`src/shared/fieldbus_led_pkg.sv`:
```
// constants and types for the fieldbus status led block
package fieldbus_led_pkg;

  // system clock and the 1 ms pattern time base
  localparam int unsigned CLK_FREQ_HZ    = 100_000_000;
  localparam int unsigned TICK_PERIOD_US = 1000;
  localparam int unsigned TICK_CYCLES    =
    (CLK_FREQ_HZ / 1_000_000) * TICK_PERIOD_US;

  // pattern phase lengths in milliseconds
  localparam int unsigned FLICKER_PHASE_MS = 50;
  localparam int unsigned BLINK_PHASE_MS   = 200;
  localparam int unsigned FLASH_ON_MS      = 200;
  localparam int unsigned FLASH_GAP_MS     = 200;
  localparam int unsigned FLASH_PAUSE_MS   = 1000;

  // traffic is seen as present this long after the last activity pulse
  localparam int unsigned ACT_HOLD_MS = 100;

  // millisecond counter width, covers the longest phase
  localparam int unsigned MS_CNT_W = 10;
  localparam int unsigned PHASE_W  = 2;

  // default number of link ports (input port and output port)
  localparam int unsigned NUM_PORTS_DEF = 2;

  // generator slots: run, error, then one per port
  localparam int unsigned RUN_SLOT  = 0;
  localparam int unsigned ERR_SLOT  = 1;
  localparam int unsigned LINK_SLOT = 2;

  // led patterns
  typedef enum logic [2:0] {
    PAT_OFF,
    PAT_ON,
    PAT_FLICKER,
    PAT_BLINK,
    PAT_SINGLE,
    PAT_DOUBLE
  } led_pattern_e;

  // fieldbus state machine states as reported by the protocol controller
  typedef enum logic [2:0] {
    FSM_INIT,
    FSM_PREOP,
    FSM_SAFEOP,
    FSM_OP,
    FSM_BOOT
  } fsm_state_e;

endpackage

```
`src/shared/led_pattern_if.sv`:
```
// carrier between the led controller and one pattern generator
`timescale 1ns/1ps
interface led_pattern_if;
  import fieldbus_led_pkg::*;

  logic         tick;     // 1 ms enable pulse
  led_pattern_e pattern;  // selected pattern
  logic         led;      // resulting led level

  modport ctl (output tick, output pattern, input led);
  modport gen (input tick, input pattern, output led);
endinterface

```
`src/verilog/led_pattern_gen.sv`:
```
// one led pattern generator driven by a 1 ms tick
`timescale 1ns/1ps
module led_pattern_gen (
  input  wire logic  core_clk_i,
  input  wire logic  rstn_i,
  led_pattern_if.gen pat
);
  import fieldbus_led_pkg::*;

  localparam logic [MS_CNT_W-1:0] LEN_FLICK = MS_CNT_W'(FLICKER_PHASE_MS);
  localparam logic [MS_CNT_W-1:0] LEN_BLINK = MS_CNT_W'(BLINK_PHASE_MS);
  localparam logic [MS_CNT_W-1:0] LEN_F_ON  = MS_CNT_W'(FLASH_ON_MS);
  localparam logic [MS_CNT_W-1:0] LEN_F_GAP = MS_CNT_W'(FLASH_GAP_MS);
  localparam logic [MS_CNT_W-1:0] LEN_PAUSE = MS_CNT_W'(FLASH_PAUSE_MS);
  localparam logic [MS_CNT_W-1:0] LEN_ONE   = MS_CNT_W'(1);

  led_pattern_e               active;
  logic [PHASE_W-1:0]         phase;
  logic [MS_CNT_W-1:0]        ms_cnt;
  logic [MS_CNT_W-1:0]        phase_len;
  logic [PHASE_W-1:0]         last_phase;
  logic                       lit;

  // phase length, last phase and lit level per pattern
  always_comb begin
    phase_len  = LEN_ONE;
    last_phase = '0;
    lit        = 1'b0;
    case (active)
      PAT_OFF: begin
        lit = 1'b0;
      end
      PAT_ON: begin
        lit = 1'b1;
      end
      // 50 ms on, 50 ms off
      PAT_FLICKER: begin
        phase_len  = LEN_FLICK;
        last_phase = PHASE_W'(1);
        lit        = (phase == '0);
      end
      // 200 ms on, 200 ms off
      PAT_BLINK: begin
        phase_len  = LEN_BLINK;
        last_phase = PHASE_W'(1);
        lit        = (phase == '0);
      end
      // 200 ms on, 1000 ms off
      PAT_SINGLE: begin
        phase_len  = (phase == '0) ? LEN_F_ON : LEN_PAUSE;
        last_phase = PHASE_W'(1);
        lit        = (phase == '0);
      end
      PAT_DOUBLE: begin
        case (phase)
          2'd0:    phase_len = LEN_F_ON;
          2'd1:    phase_len = LEN_F_GAP;
          2'd2:    phase_len = LEN_F_ON;
          default: phase_len = LEN_PAUSE;
        endcase
        last_phase = PHASE_W'(3);
        lit        = (phase == 2'd0) || (phase == 2'd2);
      end
      default: begin
        lit = 1'b0;
      end
    endcase
  end

  // phase sequencer, restarts on every pattern change
  always_ff @(posedge core_clk_i or negedge rstn_i) begin
    if (!rstn_i) begin
      active <= PAT_OFF;
      phase  <= '0;
      ms_cnt <= '0;
    end else if (pat.pattern != active) begin
      active <= pat.pattern;
      phase  <= '0;
      ms_cnt <= '0;
    end else if (pat.tick) begin
      if (ms_cnt >= phase_len - LEN_ONE) begin
        ms_cnt <= '0;
        phase  <= (phase >= last_phase) ? '0 : phase + PHASE_W'(1);
      end else begin
        ms_cnt <= ms_cnt + LEN_ONE;
      end
    end
  end

  assign pat.led = lit;

endmodule

```
`src/verilog/fieldbus_status_leds.sv`:
```
// run, error and link/activity indicator pattern controller
`timescale 1ns/1ps

// What this block does
// - flickering toggles the led every 50 ms, a 10 Hz cycle
// - blinking toggles the led every 200 ms, a 2.5 Hz cycle
// - single flash: 200 ms on, 1000 ms off, repeated
// - double flash: 200 on, 200 off, 200 on, 1000 off, repeated
// - on pattern stays lit, off pattern stays dark
// - run led dark in init state and while unpowered or in reset
// - run led blinks in the pre-operational state
// - run led single-flashes in the safe-operational state
// - run led steadily lit in the operational state
// - error led dark without errors, blinks on refused state change
// - error led single-flashes after a self-initiated error state change
// - error led double-flashes on a sync manager watchdog error
// - error led steadily lit on a critical error
// - link led dark without link and while unpowered or in reset
// - link led steadily lit with link and no traffic
// - link led flickers with link and traffic
// - one link led per port, each showing only its own port
module fieldbus_status_leds
  import fieldbus_led_pkg::*;
#(
  parameter int unsigned NUM_PORTS   = NUM_PORTS_DEF,
  parameter int unsigned TICK_CYCLES = fieldbus_led_pkg::TICK_CYCLES,
  parameter int unsigned ACT_HOLD    = ACT_HOLD_MS
) (
  input  wire logic                         core_clk_i,
  input  wire logic                         rstn_i,
  input  wire fieldbus_led_pkg::fsm_state_e fsm_state_i,
  input  wire logic                         err_refused_i,
  input  wire logic                         err_self_change_i,
  input  wire logic                         err_sm_watchdog_i,
  input  wire logic                         err_critical_i,
  input  wire logic [NUM_PORTS-1:0]         link_up_i,
  input  wire logic [NUM_PORTS-1:0]         activity_i,
  output logic                              run_state_led_o,
  output logic                              error_state_led_o,
  output logic [NUM_PORTS-1:0]              link_led_o
);
  import fieldbus_led_pkg::*;

  localparam int unsigned NUM_SLOTS = LINK_SLOT + NUM_PORTS;
  localparam int unsigned DIV_W     = (TICK_CYCLES > 1) ?
                                      $clog2(TICK_CYCLES) : 1;
  localparam int unsigned HOLD_W    = (ACT_HOLD > 1) ?
                                      $clog2(ACT_HOLD + 1) : 1;
  localparam logic [DIV_W-1:0]  DIV_LAST = DIV_W'(TICK_CYCLES - 1);
  localparam logic [DIV_W-1:0]  DIV_ONE  = DIV_W'(1);
  localparam logic [HOLD_W-1:0] HOLD_TOP = HOLD_W'(ACT_HOLD);
  localparam logic [HOLD_W-1:0] HOLD_ONE = HOLD_W'(1);

  // refuse settings the logic cannot serve
  if (NUM_PORTS < 1) begin : g_bad_ports
    $error("NUM_PORTS must be at least 1");
  end
  if (TICK_CYCLES < 1) begin : g_bad_tick
    $error("TICK_CYCLES must be at least 1");
  end
  if (ACT_HOLD < 1) begin : g_bad_hold
    $error("ACT_HOLD must be at least 1");
  end

  logic [DIV_W-1:0]    div_cnt;
  logic                tick;
  led_pattern_e        run_pattern;
  led_pattern_e        err_pattern;
  logic [NUM_PORTS-1:0] traffic;
  led_pattern_e        link_pattern [NUM_PORTS];

  led_pattern_if pat_if [NUM_SLOTS] ();

  // 1 ms enable from system clock
  always_ff @(posedge core_clk_i or negedge rstn_i) begin
    if (!rstn_i) begin
      div_cnt <= '0;
      tick    <= 1'b0;
    end else begin
      tick <= (div_cnt == DIV_LAST);
      if (div_cnt == DIV_LAST) begin
        div_cnt <= '0;
      end else begin
        div_cnt <= div_cnt + DIV_ONE;
      end
    end
  end

  // run led pattern from the state machine state
  always_comb begin
    case (fsm_state_i)
      FSM_INIT:   run_pattern = PAT_OFF;
      FSM_PREOP:  run_pattern = PAT_BLINK;
      FSM_SAFEOP: run_pattern = PAT_SINGLE;
      FSM_OP:     run_pattern = PAT_ON;
      default:    run_pattern = PAT_OFF;
    endcase
  end

  // error led pattern, most severe condition first
  always_comb begin
    if (err_critical_i) begin
      err_pattern = PAT_ON;
    end else if (err_sm_watchdog_i) begin
      err_pattern = PAT_DOUBLE;
    end else if (err_self_change_i) begin
      err_pattern = PAT_SINGLE;
    end else if (err_refused_i) begin
      err_pattern = PAT_BLINK;
    end else begin
      err_pattern = PAT_OFF;
    end
  end

  // per-port traffic detect and link pattern
  for (genvar p = 0; p < NUM_PORTS; p++) begin : g_port
    logic [HOLD_W-1:0] hold_cnt;

    // stretch short activity pulses so the flicker is visible
    always_ff @(posedge core_clk_i or negedge rstn_i) begin
      if (!rstn_i) begin
        hold_cnt <= '0;
      end else if (activity_i[p]) begin
        hold_cnt <= HOLD_TOP;
      end else if (tick && (hold_cnt != '0)) begin
        hold_cnt <= hold_cnt - HOLD_ONE;
      end
    end

    assign traffic[p] = activity_i[p] || (hold_cnt != '0);

    always_comb begin
      if (!link_up_i[p]) begin
        link_pattern[p] = PAT_OFF;
      end else if (traffic[p]) begin
        link_pattern[p] = PAT_FLICKER;
      end else begin
        link_pattern[p] = PAT_ON;
      end
    end

    assign pat_if[LINK_SLOT + p].pattern = link_pattern[p];
  end

  assign pat_if[RUN_SLOT].pattern = run_pattern;
  assign pat_if[ERR_SLOT].pattern = err_pattern;

  // one generator per led, all on the shared tick
  for (genvar s = 0; s < NUM_SLOTS; s++) begin : g_slot
    assign pat_if[s].tick = tick;

    led_pattern_gen u_gen (
      .core_clk_i (core_clk_i),
      .rstn_i     (rstn_i),
      .pat        (pat_if[s].gen)
    );
  end

  // registered run and error outputs, dark in reset
  always_ff @(posedge core_clk_i or negedge rstn_i) begin
    if (!rstn_i) begin
      run_state_led_o   <= 1'b0;
      error_state_led_o <= 1'b0;
    end else begin
      run_state_led_o   <= pat_if[RUN_SLOT].led;
      error_state_led_o <= pat_if[ERR_SLOT].led;
    end
  end

  // registered link outputs, one per port
  for (genvar q = 0; q < NUM_PORTS; q++) begin : g_link_out
    always_ff @(posedge core_clk_i or negedge rstn_i) begin
      if (!rstn_i) begin
        link_led_o[q] <= 1'b0;
      end else begin
        link_led_o[q] <= pat_if[LINK_SLOT + q].led;
      end
    end
  end

endmodule

```
`config.mk`:
```
export PLATFORM = sky130hd
export DESIGN_NAME = fieldbus_status_leds
export DESIGN_NICKNAME = d
export VERILOG_FILES = /design/src/shared/fieldbus_led_pkg.sv /design/src/shared/led_pattern_if.sv /design/src/verilog/led_pattern_gen.sv /design/src/verilog/fieldbus_status_leds.sv
export SDC_FILE = /design/constraint.sdc
export NUM_CORES = 1
export LEC_CHECK = 0
export BUFFER_PORTS_ARGS = -buffer_cell sky130_fd_sc_hd__buf_2
export CORE_AREA = 2 2 129 131
export DETAILED_ROUTE_END_ITERATION = 6
export DIE_AREA = 0 0 131 133
export PLACE_DENSITY_LB_ADDON = 0.25
export SLEW_MARGIN = 20
export SYNTH_ARGS = -nofsm -noshare
export SYNTH_HDL_FRONTEND = slang
export SYNTH_SLANG_ARGS = --single-unit
```
`constraint.sdc`:
```
create_clock -name core_clk_i -period 4.2 [get_ports core_clk_i]
set_input_delay 0.42 -clock core_clk_i [delete_from_list [all_inputs] [get_ports core_clk_i]]
set_output_delay 0.42 -clock core_clk_i [all_outputs]
set_load 0.02 [all_outputs]
```
==> metrics.txt, run 1 <==
outcome complete, no violations; Mapped Avg Cell Area 9.29 sq um; Slowest-stage cell, CP dfrtp_1; Via Count 4475; drt initial violations 210; fmax 310 MHz; Synth Cell Area 0.00583 sq mm; fin area 0.00644 sq mm; post_cts resized 0; largest net degree at the start of global routing 70; Initial Util 36.1%; Final Worst Setup Slack 0.977 ns; Avg Vias per Cell 5.14; nets 720; HP Class in -> async; Yosys warning count 0; Core Area 0.0162 sq mm; CP arrival 3.50 ns; Clock transition at path regs 0.07 ns; async set-reset flop share out of synthesis 100%; share of the synthesized area in the top cell type 40.3%; wire per inst 13.4 microns; maximum vdd drop 243 uV; layout cell share with drive strength beyond 1 7.07%; # fillers 1599; vias in the first global route 4409; Final Hold Fails 0; TritonRoute pass-1 iters 5; final period demand of the worst path 3.22 ns; Slew @ Worst Pin 0.910 ns; largest stage delay on the critical path 0.49 ns; Syn Inst Count 628; latest clock arrival within the worst-skew pair 0.35 ns; dominant synthesized flop cell dfrtp_1; Final GP Congestion 0.819; Clock Skew 0.00931 ns; Max-Cap Viols 0; post-synthesis register bit count 94; Antenna Nets Post-Route 0; fin. max-slew vios 0; Crit. End Element register; port bufs 16; TritonCTS clock tree yes; Inserted Clock Buffers 9; Seq/Total Area, Yosys 40.3%; Startpoint Class register; grt total ovfl 0; chip width 131 microns; critical path, cell by cell ha_1 > inv_1 > o21ai_0 > inv_1 > ha_1 > ha_1 > a21o_1 > a21o_1 > a221oi_1 > o31ai_1 > nand2b_1 > nor2_1; initial antenna violation count 0; # Post-CTS Setup Buffers 0; synth cell count leaders 94 x dfrtp_1, 66 x nor2_1, 61 x ha_1; post-synth cell types 62; area delta synth->final 10.3%; I/O pin count 17; CP Max Fanout 12; most common cell in the netlist dfrtp_1; Post-route DRC 0; clk sinks 94; Hold Buf Count CTS 0; Global Route Usage Sum 14.5%; dominant cells by area after synthesis dfrtp_1 40%, ha_1 13%, nor2_1 4.2%; critical path type reg -> reg; H-tree depth 3; setup TNS 0 ns; final setup violation count 0; largest area contributor in the netlist dfrtp_1; Power Density 284 mW/mm^2; crit share post-route 76.7%; RSZ-0062 raised after global routing false; Site Rows 47; Static Leak 0.00278 uW; Worst path most repeated cell ha_1; fin util 39.8%; worst slack at placement 1.00 ns; Slew HR 39.3%; DIE AREA 0.0174 sq mm; HPWL after DPL 8370 microns; Die Y 133 microns; final wirelength 11700 microns; Critical Path RT 4.48 ns; Clock Root Buffer clkbuf_16; number of synthesized flops with an enable pin 0; DP Area 0.00617 sq mm; Clock Path Buffers 2; diode count 0; first-pass GRT wire length 20500 microns
==> power by group <==
group,switching (uW),internal [uW],total (uW)
registers,9.42,912,921
logic,97.0,56.1,153
clock network,335,418,753
==> cells by family (layout without fill, tap and decap cells) <==
group / after synthesis / after routing / synth area share (%)
compound gates: 109 / 109 / 12.1
other cells: 1 / 2 / 0.0643
mux: 7 / 7 / 1.20
simple gates: 262 / 262 / 23.3
flops: 94 / 94 / 40.3
fa+ha+maj: 61 / 61 / 13.1
buf+inv: 50 / 72 / 3.26
xor+xnor: 44 / 44 / 6.61
==> state kept, by name, summed over array words and instances (netlist names) <==
signal,flops
link_led_o,2
g_port.hold_cnt,14
run_state_led_o,1
div_cnt,17
g_slot.u_gen.active,10
pat_if.tick,1
g_slot.u_gen.phase,8
error_state_led_o,1
g_slot.u_gen.ms_cnt,40
==> layer usage <==
layer	vias up	GRT usage (%)	wire length, microns
met5	-	0	0
met4	0	5.85	237
met3	16	2.43	297
met2	60	23.0	5350
met1	2145	19.7	5800
li1	2254	-	-
==> final timing paths <==
| path | from | endpoint | slack [ns] | cells after the start |
|---|---|---|---|---|
| setup / recovery | g_slot[1].u_gen.active[2] | g_slot[1].u_gen.ms_cnt[6] | 0.98 | 12 |
| hold / removal | rstn_i | g_port[0].hold_cnt[4] | 0.20 | 1 |
| setup reg to reg | g_slot[1].u_gen.active[2] | g_slot[1].u_gen.ms_cnt[6] | 0.98 | 12 |
| hold reg to reg | div_cnt[0] | div_cnt[0] | 0.49 | 1 |
| max in group asynchronous | rstn_i | g_slot[2].u_gen.ms_cnt[6] | 3.12 | 2 |
| min in group core_clk_i | fsm_state_i[2] | g_slot[0].u_gen.active[0] | 0.28 | 2 |
==> layout by cell type (no fill, tap or decap), drive strengths merged, types with 5 or more instances in the layout <==
cell type / count
a211oi: 5
nand4: 21
and4: 5
dfrtp: 94
or3: 12
o21ai: 26
nor2b: 5
ha: 61
nand2: 53
inv: 35
a21o: 5
nor2: 66
and3: 6
o21a: 5
mux2i: 7
xnor2: 23
a31oi: 7
a21oi: 30
nand3: 23
nand2b: 28
xor2: 21
buf: 21
clkbuf: 15
nor3: 12
==> area by class of cell <==
| type | instances | area, sq um | share of cell area [%] |
|---|---|---|---|
| Clock inverter | 1 | 5.00 | 0.0778 |
| Multi-Input combinational cell | 485 | 3290 | 51.2 |
| Timing Repair Buffer | 21 | 120 | 1.87 |
| Sequential cell | 94 | 2350 | 36.5 |
| Clock buffer | 15 | 258 | 4.00 |
| Inverter | 35 | 131 | 2.04 |
| Tap cell | 220 | 275 | 4.28 |
==> metrics by stage <==
stage	power, uW	hold WS (ns)	std cells
floorplan	1030	0.124	629
global placement	1090	0.471	855
detailed placement	1090	0.480	855
CTS	1850	0.249	871
global route	1910	0.292	871
finish	1830	0.195	871
==> worst max-delay path: cells and delay by family, from the launching register on <==
kind	cells	cell delay [ns]
AO/OA/AOI/OAI	5	1.07
adder cells (fa/ha/maj)	3	1.00
flip-flops	1	0.49
AND/OR/NAND/NOR	2	0.46
buffers and inverters	2	0.16
(Power assumes the default switching activity.)
==> run 2: changes to the inputs <==
==> constraint.sdc (replaced) <==
create_clock -name core_clk_i -period 3.1 [get_ports core_clk_i]
set_input_delay 0.31 -clock core_clk_i [delete_from_list [all_inputs] [get_ports core_clk_i]]
set_output_delay 0.31 -clock core_clk_i [all_outputs]
set_load 0.02 [all_outputs]
==> run 2 against run 1 <==
Net effect: register-to-register slack worse by 0.74 ns; maximum frequency grew 13%; first-iteration DRC count is 6.7% higher; routed wire length rose by 0.55%; cell count grew 1.6%; die area unchanged; utilization up 1.4 points; total power up 43%; combinational power up 56%; flip-flop and latch count is the same; final area up 3.4%; critical path type unchanged; critical endpoint is now g_slot[0].u_gen.phase[0]; highest routed layer unchanged.
==> metrics.txt, run 2 (synthesized netlist as in run 1, its figures left out) <==
Slew @ Worst Pin 0.719 ns (-0.191 ns); initial antenna violation count 0 (unchanged); Global Route Usage Sum 14.5% (-0.067 points); chip width 131 microns (unchanged); final setup violation count 0 (unchanged); largest register by flop count g_slot.u_gen.ms_cnt; CP arrival 3.12 ns (-0.38 ns); fin util 41.2% (+1.4 points); vias in the first global route 4456 (+1.1%); CP Launch Point g_slot[0].u_gen.phase[1]; commonest non-fill, non-tap cells in the layout 92 x dfrtp_1, 66 x nor2_1, 58 x ha_1; area delta synth->final 14.1%; critical path type reg -> reg; largest net degree at the start of global routing 47 (-33%); maximum vdd drop 260 uV (+6.8%); most common cell after layout, fill and taps aside dfrtp_1; nets 735 (+2.1%); setup TNS 0 ns (unchanged); first-pass GRT wire length 20300 microns (-0.78%); I/O pin count 17 (unchanged); HPWL after DPL 8530 microns (+2.0%); fmax 350 MHz (+13%); port bufs 16 (unchanged); worst slack at placement -0.00140 ns (-1.01 ns); Critical Path RT 3.36 ns (-1.12 ns); Tot Pwr 2620 uW (+43%); Static Leak 0.00287 uW (+3.3%); final period demand of the worst path 2.86 ns (-0.363 ns); HP Start fsm_state_i[2]; max reg flops 40 (unchanged); HP Class in -> reg; grt total ovfl 0 (unchanged); final wirelength 11700 microns (+0.55%); Die Y 133 microns (unchanged); Final Worst Setup Slack 0.240 ns (-0.737 ns); clk sinks 94 (unchanged); crit share post-route 92.3% (+16 points); Final GP Congestion 0.794 (-3.0%); critical path, cell by cell ha_1 > nand2b_1 > a31oi_1 > a311oi_1 > a2111o_1 > ha_4 > o21ai_0 > a21oi_1 > a221oi_2 > buf_2 > or4_1 > o21ai_0; Crit. End Element register; RSZ-0062 raised after global routing false; reg-to-reg startpoint g_slot[0].u_gen.phase[1]; largest stage delay on the critical path 0.46 ns (-0.03 ns); Final Hold Fails 0 (unchanged); Clock Root Buffer clkbuf_16; Worst path most repeated cell o21ai_0; outcome complete, no violations; Clock Skew 0.00853 ns (-0.000786 ns); wire per inst 13.3 microns (-1.0%); Startpoint Class register; Antenna Nets Post-Route 0 (unchanged); H-tree depth 3 (unchanged); TritonCTS clock tree yes; latest clock arrival within the worst-skew pair 0.35 ns (about the same); drt initial violations 224 (+6.7%); Initial Util 36.1% (unchanged); Core Area 0.0162 sq mm (unchanged); Site Rows 47 (unchanged); largest registers g_slot.u_gen.ms_cnt: 40 flops, div_cnt: 17 flops, g_port.hold_cnt: 14 flops; Via Count 4512 (+0.83%); Avg Vias per Cell 5.10 (-0.77%); Clock Path Buffers 2 (unchanged); CP Max Fanout 5 (-7); layout cell share with drive strength beyond 1 11.3% (+4.2 points); diode count 0 (unchanged); Slowest-stage cell, CP or4_1; Inserted Clock Buffers 9 (unchanged); Power Density 393 mW/mm^2 (+39%); Post-route DRC 0 (unchanged); DIE AREA 0.0174 sq mm (unchanged); TritonRoute pass-1 iters 4 (-1); Clock transition at path regs 0.07 ns (about the same); fin. max-slew vios 0 (unchanged); Max-Cap Viols 0 (unchanged); Slew HR 50.8% (+11 points)
-- run 2: cell types whose count changed in the layout (fill, tap and decap cells not counted), moves of 2 or more --
| cell | delta |
|---|---|
| buf_4 | +13 |
| o21ai_0 | -3 |
| a221oi_1 | -2 |
| ha_1 | -3 |
| o21ai_1 | +3 |
| dfrtp_2 | +2 |
| ha_4 | +2 |
| clkinvlp_4 | +2 |
| dfrtp_1 | -2 |
| clkbuf_1 | -5 |
-- run 2: path summary, 6_finish.rpt --
path                       slack [ns]  depth (start not counted)                   endpoint
max                              0.24                         12   g_slot[0].u_gen.phase[0]
min                              0.15                          2  g_slot[0].u_gen.active[0]
max reg2reg                      0.24                         12   g_slot[0].u_gen.phase[0]
min reg2reg                      0.49                          1  g_slot[3].u_gen.ms_cnt[9]
max in group asynchronous        1.78                          3  g_slot[1].u_gen.ms_cnt[2]
min in group asynchronous        0.53                          2      g_port[0].hold_cnt[2]
-- run 2: stage by stage --
| step | hold slack [ns] | cell area [sq um] | instances |
|---|---|---|---|
| floorplan | 0.0144 | 5840 | 629 |
| global placement | 0.350 | 6250 | 865 |
| detailed placement | 0.367 | 6250 | 865 |
| CTS | 0.137 | 6560 | 881 |
| global route | 0.144 | 6660 | 885 |
| finish | 0.148 | 6660 | 885 |
-- run 2: metal layers --
| metal | track usage (%) | wire length (microns) | vias up |
|---|---|---|---|
| met5 | 0 | 0 | - |
| met4 | 5.91 | 221 | 0 |
| met3 | 2.43 | 192 | 13 |
| met2 | 23.1 | 5600 | 29 |
| met1 | 19.4 | 5730 | 2174 |
| li1 | - | - | 2296 |
-- run 2: report_power, final --
part | switching, uW | internal [uW] | total [uW] | leakage, uW
Sequential | 9.77 | 1230 | 1240 | 0.00124
Clock | 490 | 644 | 1130 | 0.000141
Combinational | 146 | 91.9 | 238 | 0.00148
-- run 2: area by class of cell --
type	count	area (sq um)
clock buffer	10	239
clock inverter	5	58.8
fill	1581	9520
inverter	35	131
multi-input combinational	485	3360
sequential	94	2350
tap	220	275
timing repair buffer	36	233
-- run 2: repair_timing --
item	in CTS	in global routing
buffers inserted	0	3
setup endpoints to repair	2	24
hold buffers	1	0
hold endpoints to repair	44	0
gates cloned	0	1
pin swaps	0	6
resized for setup	1	16
-- run 2: critical path, delay by kind of cell, from the launching register on --
kind,cells,cell delay [ns]
AOI/OAI and AO/OA,7,1.08
and+or+nand+nor,2,0.63
adders and majority gates,2,0.46
DFF,1,0.43
buffers and inverters,1,0.17
